### src/design/acsc_pkg.sv
/*
 * Shared constants, field layouts and the amplitude lookup for the gain control
 * and carrier sense configuration bank.
 * Assumes a single device clock and a byte-wide register port fed by the serial control logic.
 */
package acsc_pkg;

	// Register addresses
	localparam logic [7:0] ADDR_FREQ_OFFSET = 8'h19;
	localparam logic [7:0] ADDR_BIT_SYNC = 8'h1a;
	localparam logic [7:0] ADDR_GAIN_LIMITS = 8'h1b;
	localparam logic [7:0] ADDR_CARRIER_SENSE = 8'h1c;

	// Reset values
	localparam logic [7:0] RST_FREQ_OFFSET = 8'h36;
	localparam logic [7:0] RST_BIT_SYNC = 8'h6c;
	localparam logic [7:0] RST_GAIN_LIMITS = 8'h03;
	localparam logic [7:0] RST_CARRIER_SENSE = 8'h40;

	// Writable bit masks; everything else is reserved
	localparam logic [7:0] MASK_FREQ_OFFSET = 8'h3f;
	localparam logic [7:0] MASK_CARRIER_SENSE = 8'h7f;

	typedef struct packed {
		logic [1:0] digital_gain_ceiling;
		logic [2:0] amplifier_gain_ceiling;
		logic [2:0] amplitude_target;
	} acsc_limits_t;

	typedef struct packed {
		logic reserved;
		logic gain_reduction_order;
		logic [1:0] cs_relative_threshold;
		logic [3:0] cs_absolute_threshold;
	} acsc_csense_t;

	typedef struct packed {
		logic [2:0] digital_variable_amp;
		logic [2:0] low_noise_amp1;
		logic [2:0] low_noise_amp2;
	} acsc_gain_t;

	// Gain step ranges
	localparam logic [2:0] GAIN_STEP_MAX = 3'h7;
	localparam logic [2:0] GAIN_STEP_MIN = 3'h0;
	localparam logic [3:0] LNA_SUM_MAX = 4'he;
	localparam logic [3:0] LNA_CAP_STEP = 4'h2;

	// Carrier sense encodings
	localparam logic [3:0] ABS_THR_DISABLED = 4'h8;
	localparam logic [1:0] REL_THR_DISABLED = 2'h0;
	localparam logic [7:0] REL_RISE_DB1 = 8'h06;
	localparam logic [7:0] REL_RISE_DB2 = 8'h0a;
	localparam logic [7:0] REL_RISE_DB3 = 8'h0e;

	// Clear channel selection
	localparam logic [1:0] CCA_ALWAYS = 2'h0;
	localparam logic [1:0] CCA_RSSI = 2'h1;
	localparam logic [1:0] CCA_NO_PACKET = 2'h2;
	localparam logic [1:0] CCA_RSSI_NO_PACKET = 2'h3;

	function automatic logic [7:0] acsc_target_db(input logic [2:0] code);
		logic [7:0] db;
		db = 8'h18;
		case (code)
			3'h0: db = 8'h18;
			3'h1: db = 8'h1b;
			3'h2: db = 8'h1e;
			3'h3: db = 8'h21;
			3'h4: db = 8'h24;
			3'h5: db = 8'h26;
			3'h6: db = 8'h28;
			default: db = 8'h2a;
		endcase
		return db;
	endfunction : acsc_target_db

	function automatic logic [7:0] acsc_rel_db(input logic [1:0] code);
		logic [7:0] db;
		db = REL_RISE_DB1;
		case (code)
			2'h2: db = REL_RISE_DB2;
			2'h3: db = REL_RISE_DB3;
			default: db = REL_RISE_DB1;
		endcase
		return db;
	endfunction : acsc_rel_db

endpackage : acsc_pkg

### src/design/acsc_cs_detect.sv
/*
 * Carrier sense detector: relative rise over a tracked RSSI floor and an absolute
 * threshold offset from the amplitude target.
 * Assumes RSSI in dB on the device clock, qualified by a valid strobe.
 */
`timescale 1ns/100ps
module acsc_cs_detect
	import acsc_pkg::*;
(
	input wire logic clk,
	input wire logic nrst,
	input wire logic [7:0] rssi,
	input wire logic rssi_valid,
	input wire logic [1:0] cs_relative_threshold,
	input wire logic [3:0] cs_absolute_threshold,
	input wire logic [7:0] target_db,
	output logic carrier_sense_r
);
	logic [7:0] floor_r;
	logic floor_valid_r;
	logic rel_en;
	logic abs_en;
	logic rel_hit;
	logic abs_hit;
	logic signed [9:0] abs_thr;
	logic signed [9:0] rssi_s;
	logic [8:0] rise;
	logic cs_nxt;

	// Floor follows the quietest sample so a rise is measured against the noise level
	always_ff @(posedge clk) begin
		if (!nrst) begin
			floor_r <= 8'h00;
			floor_valid_r <= 1'b0;
		end else if (rssi_valid && (!floor_valid_r || rssi < floor_r)) begin
			floor_r <= rssi;
			floor_valid_r <= 1'b1;
		end
	end

	always_comb begin
		rel_en = cs_relative_threshold != REL_THR_DISABLED;
		abs_en = cs_absolute_threshold != ABS_THR_DISABLED;
		rise = {1'b0, rssi} - {1'b0, floor_r};
		rel_hit = floor_valid_r && !rise[8] && (rise[7:0] >= acsc_rel_db(cs_relative_threshold));
		// minus 7 to plus 7 dB
		abs_thr = $signed({2'b00, target_db}) + $signed({{6{cs_absolute_threshold[3]}},
			cs_absolute_threshold});
		rssi_s = $signed({2'b00, rssi});
		abs_hit = rssi_s >= abs_thr;
		cs_nxt = (rel_en && rel_hit) || (abs_en && abs_hit);
	end

	always_ff @(posedge clk) begin
		if (!nrst) begin
			carrier_sense_r <= 1'b0;
		end else if (!rel_en && !abs_en) begin
			carrier_sense_r <= 1'b0;
		end else if (rssi_valid) begin
			carrier_sense_r <= cs_nxt;
		end
	end

	both_disabled_a: assert property (@(posedge clk) disable iff (!nrst)
		(!rel_en && !abs_en) |=> !carrier_sense_r)
		else $error("carrier sense raised with both criteria off");

	abs_at_target_a: assert property (@(posedge clk) disable iff (!nrst)
		(rssi_valid && cs_absolute_threshold == 4'h0 && !rel_en && rssi == target_db)
		|=> carrier_sense_r)
		else $error("carrier sense missing at target level");

	abs_disabled_a: assert property (@(posedge clk) disable iff (!nrst)
		(rssi_valid && !rel_en && cs_absolute_threshold == ABS_THR_DISABLED)
		|=> !carrier_sense_r)
		else $error("absolute criterion active while disabled");

	rel_rise_a: assert property (@(posedge clk) disable iff (!nrst)
		(rssi_valid && cs_relative_threshold == 2'h1 && floor_valid_r && rssi >= floor_r
		&& (rssi - floor_r) >= REL_RISE_DB1) |=> carrier_sense_r)
		else $error("relative rise not sensed");

	cs_seen_c: cover property (@(posedge clk) disable iff (!nrst) $rose(carrier_sense_r));

endmodule : acsc_cs_detect

### src/design/acsc_regs.sv
/*
 * Gain control and carrier sense configuration bank with the gain stepping,
 * carrier sense and clear channel logic that the fields steer.
 * Assumes the serial control logic presents byte accesses on the device clock,
 * and that rssi, packet status and gain requests come from logic on that clock.
 */
`timescale 1ns/100ps
module acsc_regs
	import acsc_pkg::*;
(
	input wire logic clk,
	input wire logic nrst,
	input wire logic [7:0] reg_addr,
	input wire logic reg_wr,
	input wire logic [7:0] reg_wdata,
	input wire logic reg_rd,
	output logic [7:0] reg_rdata,
	input wire logic [7:0] rssi,
	input wire logic rssi_valid,
	input wire logic pkt_receiving,
	input wire logic [1:0] clear_channel_select,
	input wire logic gain_up,
	input wire logic gain_down,
	output acsc_gain_t gain_out,
	output logic [7:0] amplitude_target_db,
	output logic carrier_sense,
	output logic channel_clear,
	output logic [7:0] freq_offset_cfg,
	output logic [7:0] bit_sync_cfg
);
	logic [7:0] foc_r;
	logic [7:0] bsync_r;
	acsc_limits_t limits_r;
	acsc_csense_t csense_r;
	acsc_gain_t gain_r;
	logic [7:0] target_db_r;
	logic channel_clear_r;
	logic [7:0] rdata_r;
	logic [7:0] rdata_nxt;
	logic [2:0] digital_variable_amp_cap;
	logic [3:0] lna_cap;
	logic [3:0] lna_sum;
	acsc_gain_t gain_nxt;
	logic cs_r;

	// Register writes
	always_ff @(posedge clk) begin
		if (!nrst) begin
			foc_r <= RST_FREQ_OFFSET;
			bsync_r <= RST_BIT_SYNC;
			limits_r <= RST_GAIN_LIMITS;
			csense_r <= RST_CARRIER_SENSE;
		end else if (reg_wr) begin
			case (reg_addr)
				ADDR_FREQ_OFFSET: foc_r <= reg_wdata & MASK_FREQ_OFFSET;
				ADDR_BIT_SYNC: bsync_r <= reg_wdata;
				ADDR_GAIN_LIMITS: limits_r <= reg_wdata;
				ADDR_CARRIER_SENSE: csense_r <= reg_wdata & MASK_CARRIER_SENSE;
				default: begin
				end
			endcase
		end
	end

	// Read data; unmapped addresses answer zero
	always_comb begin
		rdata_nxt = 8'h00;
		case (reg_addr)
			ADDR_FREQ_OFFSET: rdata_nxt = foc_r;
			ADDR_BIT_SYNC: rdata_nxt = bsync_r;
			ADDR_GAIN_LIMITS: rdata_nxt = limits_r;
			ADDR_CARRIER_SENSE: rdata_nxt = csense_r;
			default: rdata_nxt = 8'h00;
		endcase
	end

	always_ff @(posedge clk) begin
		if (!nrst) begin
			rdata_r <= 8'h00;
		end else if (reg_rd) begin
			rdata_r <= rdata_nxt;
		end
	end

	always_ff @(posedge clk) begin
		if (!nrst) begin
			target_db_r <= acsc_target_db(RST_GAIN_LIMITS[2:0]);
		end else begin
			target_db_r <= acsc_target_db(limits_r.amplitude_target);
		end
	end

	always_comb begin
		digital_variable_amp_cap = GAIN_STEP_MAX - {1'b0, limits_r.digital_gain_ceiling};
		lna_cap = LNA_SUM_MAX - 4'({limits_r.amplifier_gain_ceiling, 1'b0});
		lna_sum = {1'b0, gain_r.low_noise_amp1} + {1'b0, gain_r.low_noise_amp2};
		gain_nxt = gain_r;
		if (gain_r.digital_variable_amp > digital_variable_amp_cap) begin
			// A lowered ceiling wins over any request
			gain_nxt.digital_variable_amp = digital_variable_amp_cap;
		end else if (lna_sum > lna_cap || gain_down) begin
			if (gain_r.low_noise_amp1 == GAIN_STEP_MIN && gain_r.low_noise_amp2 == GAIN_STEP_MIN) begin
				if (gain_r.digital_variable_amp != GAIN_STEP_MIN) begin
					gain_nxt.digital_variable_amp = gain_r.digital_variable_amp - 3'h1;
				end
			end else if (csense_r.gain_reduction_order) begin
				if (gain_r.low_noise_amp1 != GAIN_STEP_MIN) begin
					gain_nxt.low_noise_amp1 = gain_r.low_noise_amp1 - 3'h1;
				end else begin
					gain_nxt.low_noise_amp2 = gain_r.low_noise_amp2 - 3'h1;
				end
			end else begin
				if (gain_r.low_noise_amp2 != GAIN_STEP_MIN) begin
					gain_nxt.low_noise_amp2 = gain_r.low_noise_amp2 - 3'h1;
				end else begin
					gain_nxt.low_noise_amp1 = gain_r.low_noise_amp1 - 3'h1;
				end
			end
		end else if (gain_up) begin
			// Analog stages first on the way up, digital gain last
			if (lna_sum < lna_cap && gain_r.low_noise_amp1 != GAIN_STEP_MAX) begin
				gain_nxt.low_noise_amp1 = gain_r.low_noise_amp1 + 3'h1;
			end else if (lna_sum < lna_cap && gain_r.low_noise_amp2 != GAIN_STEP_MAX) begin
				gain_nxt.low_noise_amp2 = gain_r.low_noise_amp2 + 3'h1;
			end else if (gain_r.digital_variable_amp < digital_variable_amp_cap) begin
				gain_nxt.digital_variable_amp = gain_r.digital_variable_amp + 3'h1;
			end
		end
	end

	// Gain starts at minimum so a fresh receiver never overdrives
	always_ff @(posedge clk) begin
		if (!nrst) begin
			gain_r <= '0;
		end else begin
			gain_r <= gain_nxt;
		end
	end

	acsc_cs_detect u_cs_detect (
		.clk(clk),
		.nrst(nrst),
		.rssi(rssi),
		.rssi_valid(rssi_valid),
		.cs_relative_threshold(csense_r.cs_relative_threshold),
		.cs_absolute_threshold(csense_r.cs_absolute_threshold),
		.target_db(target_db_r),
		.carrier_sense_r(cs_r)
	);

	always_ff @(posedge clk) begin
		if (!nrst) begin
			channel_clear_r <= 1'b0;
		end else begin
			case (clear_channel_select)
				CCA_ALWAYS: channel_clear_r <= 1'b1;
				CCA_RSSI: channel_clear_r <= !cs_r;
				CCA_NO_PACKET: channel_clear_r <= !pkt_receiving;
				CCA_RSSI_NO_PACKET: channel_clear_r <= !cs_r && !pkt_receiving;
				default: channel_clear_r <= 1'b0;
			endcase
		end
	end

	assign reg_rdata = rdata_r;
	assign gain_out = gain_r;
	assign amplitude_target_db = target_db_r;
	assign carrier_sense = cs_r;
	assign channel_clear = channel_clear_r;
	assign freq_offset_cfg = foc_r;
	assign bit_sync_cfg = bsync_r;

	digital_variable_amp_ceiling_a: assert property (@(posedge clk) disable iff (!nrst)
		##1 gain_r.digital_variable_amp > digital_variable_amp_cap |=> gain_r.digital_variable_amp == $past(digital_variable_amp_cap))
		else $error("digital gain above its ceiling");

	lna_cap_a: assert property (@(posedge clk) disable iff (!nrst)
		(lna_sum > lna_cap && gain_r.digital_variable_amp <= digital_variable_amp_cap) |=> lna_sum < $past(lna_sum))
		else $error("amplifier gain not brought under the cap");

	target_map_a: assert property (@(posedge clk) disable iff (!nrst)
		(reg_wr && reg_addr == ADDR_GAIN_LIMITS && reg_wdata[2:0] == 3'h5)
		|=> ##1 target_db_r == 8'h26)
		else $error("amplitude target mapped wrongly");

	order_first_a: assert property (@(posedge clk) disable iff (!nrst)
		(gain_down && csense_r.gain_reduction_order && gain_r.low_noise_amp1 != GAIN_STEP_MIN
		&& gain_r.digital_variable_amp <= digital_variable_amp_cap)
		|=> gain_r.low_noise_amp1 == $past(gain_r.low_noise_amp1) - 3'h1
		&& gain_r.low_noise_amp2 == $past(gain_r.low_noise_amp2))
		else $error("first stage not reduced first");

	order_second_a: assert property (@(posedge clk) disable iff (!nrst)
		(gain_down && !csense_r.gain_reduction_order && gain_r.low_noise_amp2 != GAIN_STEP_MIN
		&& gain_r.digital_variable_amp <= digital_variable_amp_cap)
		|=> gain_r.low_noise_amp1 == $past(gain_r.low_noise_amp1))
		else $error("first stage touched before second drained");

	foc_readback_a: assert property (@(posedge clk) disable iff (!nrst)
		(reg_wr && reg_addr == ADDR_FREQ_OFFSET) ##1 (reg_rd && reg_addr == ADDR_FREQ_OFFSET
		&& !reg_wr) |=> reg_rdata == ($past(reg_wdata, 2) & MASK_FREQ_OFFSET))
		else $error("frequency offset readback wrong");

	bsync_readback_a: assert property (@(posedge clk) disable iff (!nrst)
		(reg_wr && reg_addr == ADDR_BIT_SYNC) |=> bit_sync_cfg == $past(reg_wdata))
		else $error("bit sync write lost");

	reserved_zero_a: assert property (@(posedge clk) disable iff (!nrst)
		##1 (reg_rd && reg_addr == ADDR_CARRIER_SENSE) |=> !reg_rdata[7])
		else $error("reserved bit reads one");

	cca_mode3_a: assert property (@(posedge clk) disable iff (!nrst)
		(clear_channel_select == CCA_RSSI_NO_PACKET && (cs_r || pkt_receiving)) |=> !channel_clear)
		else $error("channel clear during carrier or packet");

	cs_follow_a: assert property (@(posedge clk) disable iff (!nrst)
		(clear_channel_select == CCA_RSSI) |=> channel_clear == !$past(cs_r))
		else $error("clear channel disagrees with carrier sense");

	reduce_c: cover property (@(posedge clk) disable iff (!nrst) gain_down ##1 $fell(gain_r.low_noise_amp1[0]));
	clear_c: cover property (@(posedge clk) disable iff (!nrst)
		clear_channel_select == CCA_RSSI_NO_PACKET ##1 channel_clear);
	write_c: cover property (@(posedge clk) disable iff (!nrst) reg_wr && reg_addr == ADDR_CARRIER_SENSE);

endmodule : acsc_regs

### config.mk
export PLATFORM = sky130hd
export DESIGN_NAME = acsc_regs
export DESIGN_NICKNAME = d
export VERILOG_FILES = /design/src/design/acsc_pkg.sv /design/src/design/acsc_cs_detect.sv /design/src/design/acsc_regs.sv
export SDC_FILE = /design/constraint.sdc
export NUM_CORES = 1
export LEC_CHECK = 0
export BUFFER_PORTS_ARGS = -buffer_cell sky130_fd_sc_hd__buf_2
export CAP_MARGIN = 20
export CELL_PAD_IN_SITES_DETAIL_PLACEMENT = 1
export CELL_PAD_IN_SITES_GLOBAL_PLACEMENT = 1
export CORE_ASPECT_RATIO = 1.1
export CORE_MARGIN = 2
export CORE_UTILIZATION = 38
export CTS_CLUSTER_SIZE = 25
export DETAILED_ROUTE_END_ITERATION = 16
export PLACE_DENSITY_LB_ADDON = 0.08
export SYNTH_ARGS = -nofsm -noshare
export SYNTH_HDL_FRONTEND = slang
export SYNTH_HIERARCHICAL = 1
export SYNTH_SLANG_ARGS = --single-unit
### constraint.sdc
create_clock -name clk -period 2.79 [get_ports clk]
set_input_delay 0.1395 -clock clk [delete_from_list [all_inputs] [get_ports clk]]
set_output_delay 0.1395 -clock clk [all_outputs]
set_load 0.01 [all_outputs]
==> run metrics <==
Async SR Flop Fraction=0; WL per Instance=16.53 um; sequential share of the synthesized area=0.3081; DR DRC count=0; Total Nets Final=a little under 700; post-route ant nets=0; Comb power frac=0.213; Worst Max-Slew Pin Slew=680.7 ps; largest net degree at the start of global routing=36; Die Ht=112.9 um; most numerous cell on the critical path=buf_6; share of layout cells above drive strength 1=0.2961; Ports=77; CTS H-tree depth=3; final wirelength=12410 um; failing checks=negative setup slack; R2R Path Start=gain_out[0]; FMAX=335.1 MHz; dominant cell type by area after synthesis=dfxtp_1; Die ar.=0.01162 mm2; Final WS setup=-194.4 ps; Worst path max stage delay=490 ps; Critical Path RT=3030 ps; switch share=0.2769; Internal=between 1.5 and 2 mW; final-report setup violation count=5; total power=roughly 2.7 mW; power per cell area=488.5 mW/mm2; number of fill cells=1275; Layout Cells excl Fill=751; clock latency on the worst-skew pair=330 ps; crit-path cells=ha_4 -> fa_2 -> xor2_2 -> ha_1 -> buf_6 -> nand3b_4 -> a21boi_4 -> nor2_4 -> buf_6 -> o32a_4 -> or4b_4 -> o311ai_2; Synthesis Warnings=6; Mapped Area=0.004094 mm2; CTS tree=built; Setup CP Type=reg -> reg; Starting Density=0.3920; total gr overflow=0; top cells by area, synth=dfxtp_1 31%, ha_1 12%, mux2i_1 5.1%, nand2_1 4.8%, nand3_1 4.0%; synth unique cells=67; Worst Setup Start Kind=register; synthesized area per cell=8.338 um2; clock network power share=0.428; Max-Cap Viols=0; Synth top area share=0.3081; outcome=complete, but fails checks; DRT Pass-1 Iters=4; crit path launch=gain_out[0]; critical path peak fanout=5; Tot GR Track Use=0.2184; Final period util=1.070; Crit-path slowest cell=or4b_4; clk_skew=8.874 ps; most frequently used flop master after synthesis=dfxtp_1; antenna violations before repair=0; DR iter-0 viols=164; Slew headroom=0.5442; Max IR drop VDD=475.9 uV; Die Width=103.0 um; crit path DAT=3220 ps; top cells by count, synth=63 x dfxtp_1, 52 x nand2_1, 38 x ha_1; post-layout min period=2984 ps; drt via density=5.294; Longest Clk Path Bufs=2; worst hold path type=in -> reg; first-pass GRT wire length=19910 um; vias in the first global route=about 4000; Row Count=39; Clock Sinks=63; static leakage=around 2.4 nW; sequential power share=0.359; gpl congestion=0.8346; Port Buffers=72; Via Count=3976; flops & latches, synth=63; cells after synthesis=491; dpl hpwl=9104 um; Post-synth EDFFs=0; most common cell in the synthesized netlist=dfxtp_1; DP Cell Count=~720; Setup crit end kind=register; RSZ-0062 raised after global routing=yes; NetSw=between 700 and 800 uW; clock root buffer=clkbuf_16; Pins Over Slew Limit=0; CTS buffer count=9; Core ar.=0.01044 mm2; clock-pin slew on the worst setup and hold paths=60 ps; Hold Vio Cnt, Final=0; # diodes=0; area grow syn2layout=33.47%; HP Start=reg_wdata[7]
[cells in the final DEF (no fill, tap or decap), drive strengths merged, types with 4 or more instances in the layout]
cell / count
mux2i: 21
a21boi: 10
nor2b: 14
nand2b: 10
a21o: 8
a22oi: 7
nor3: 5
nor2: 37
nand2: 52
o211ai: 4
o22ai: 7
buf: 113
inv: 29
ha: 38
conb: 7
a21oi: 34
or3: 7
nand3: 33
dfxtp: 63
xor2: 7
xnor2: 9
o21ai: 23
clkbuf: 12
o21a: 4
[registers in the layout (all words and copies together) (netlist names)]
| signal | count |
|---|---|
| amplitude_target_db | 6 |
| bit_sync_cfg | 8 |
| channel_clear | 1 |
| csense_r | 7 |
| freq_offset_cfg | 6 |
| gain_out | 9 |
| limits_r | 8 |
| reg_rdata | 8 |
| u_cs_detect/carrier_sense_r | 1 |
| u_cs_detect/floor_r | 8 |
| u_cs_detect/floor_valid_r | 1 |
[metal layers]
layer,part of all wire,routed length (um),up-vias,GRT usage
met2,0.50,6157,70,0.3758
met3,0.036,453,11,0.03830
met1,0.45,5637,1927,0.2744
met5,0,0,-,0
met4,0.013,165,0,0.06930
li1,-,-,1968,-
[power by group through the flow]
stage	Sequential (mW)	Combinational, mW	Clock (mW)
final	0.959	0.569	1.14
after global routing	0.963	0.633	1.21
after CTS	0.960	0.520	1.16
after detailed placement	0.978	0.497	0
after global placement	0.977	0.478	0
after floorplan	0.999	0.302	0
[metrics by stage]
step	hold WS [ps]	cell area [um2]	utilization	setup slack, ps	TNS, ps
finish	65.64	5464	0.5232	-194.4	-712.5
global route	85.63	5464	0.5232	-287.7	-1416
CTS	58.45	5215	0.4994	-98.44	-340.8
detailed placement	343.1	4825	0.4620	-273.9	-754.6
global placement	336.6	4825	0.4620	-49.41	-66.27
floorplan	249.8	4158	-	-37.85	-60.52
[path summary, 6_finish.rpt]
kind | endpoint | slack, ps | cells after the start
setup / recovery | gain_out[6] | -190 | 12
hold / removal | limits_r[7] | 70 | 3
setup reg to reg | gain_out[6] | -190 | 12
hold reg to reg | bit_sync_cfg[7] | 470 | 2
[repair_timing]
action,in CTS,in global routing
hold buffers,2,0
setup endpoints to repair,8,10
endpoints found under the hold margin,1,0
pin swaps,10,22
setup buffers,3,9
gates resized for setup,12,36
[final cells by class]
type                       instances  area, um2  area share
inverter                          29      108.9     0.01992
clock buffer                      12      256.5     0.04694
multi-input combinational        386       2888      0.5285
tap                              143      178.9     0.03275
timing repair buffer             115      710.7      0.1301
clock inverter                     3      41.29    0.007557
sequential                        63       1280      0.2343
[worst max-delay path, delay by kind of cell, from the launching register on]
kind            cells  cell delay, ps
simple gates        3             680
fa+ha+maj           3             830
compound gates      3             650
flops               1             350
xor+xnor            1             160
buf+inv             2             230
[cell families after synthesis]
family,Yosys count,synth area share
DFF,63,0.3081
other,1,0.0009160
buffers and inverters,48,0.05226
adders and majority gates,41,0.1308
AOI/OAI and AO/OA,125,0.2109
and+or+nand+nor,175,0.2087
muxes,22,0.05409
xor gates and xnor gates,16,0.03423
Note: power is estimated with default switching activity, not from simulation.
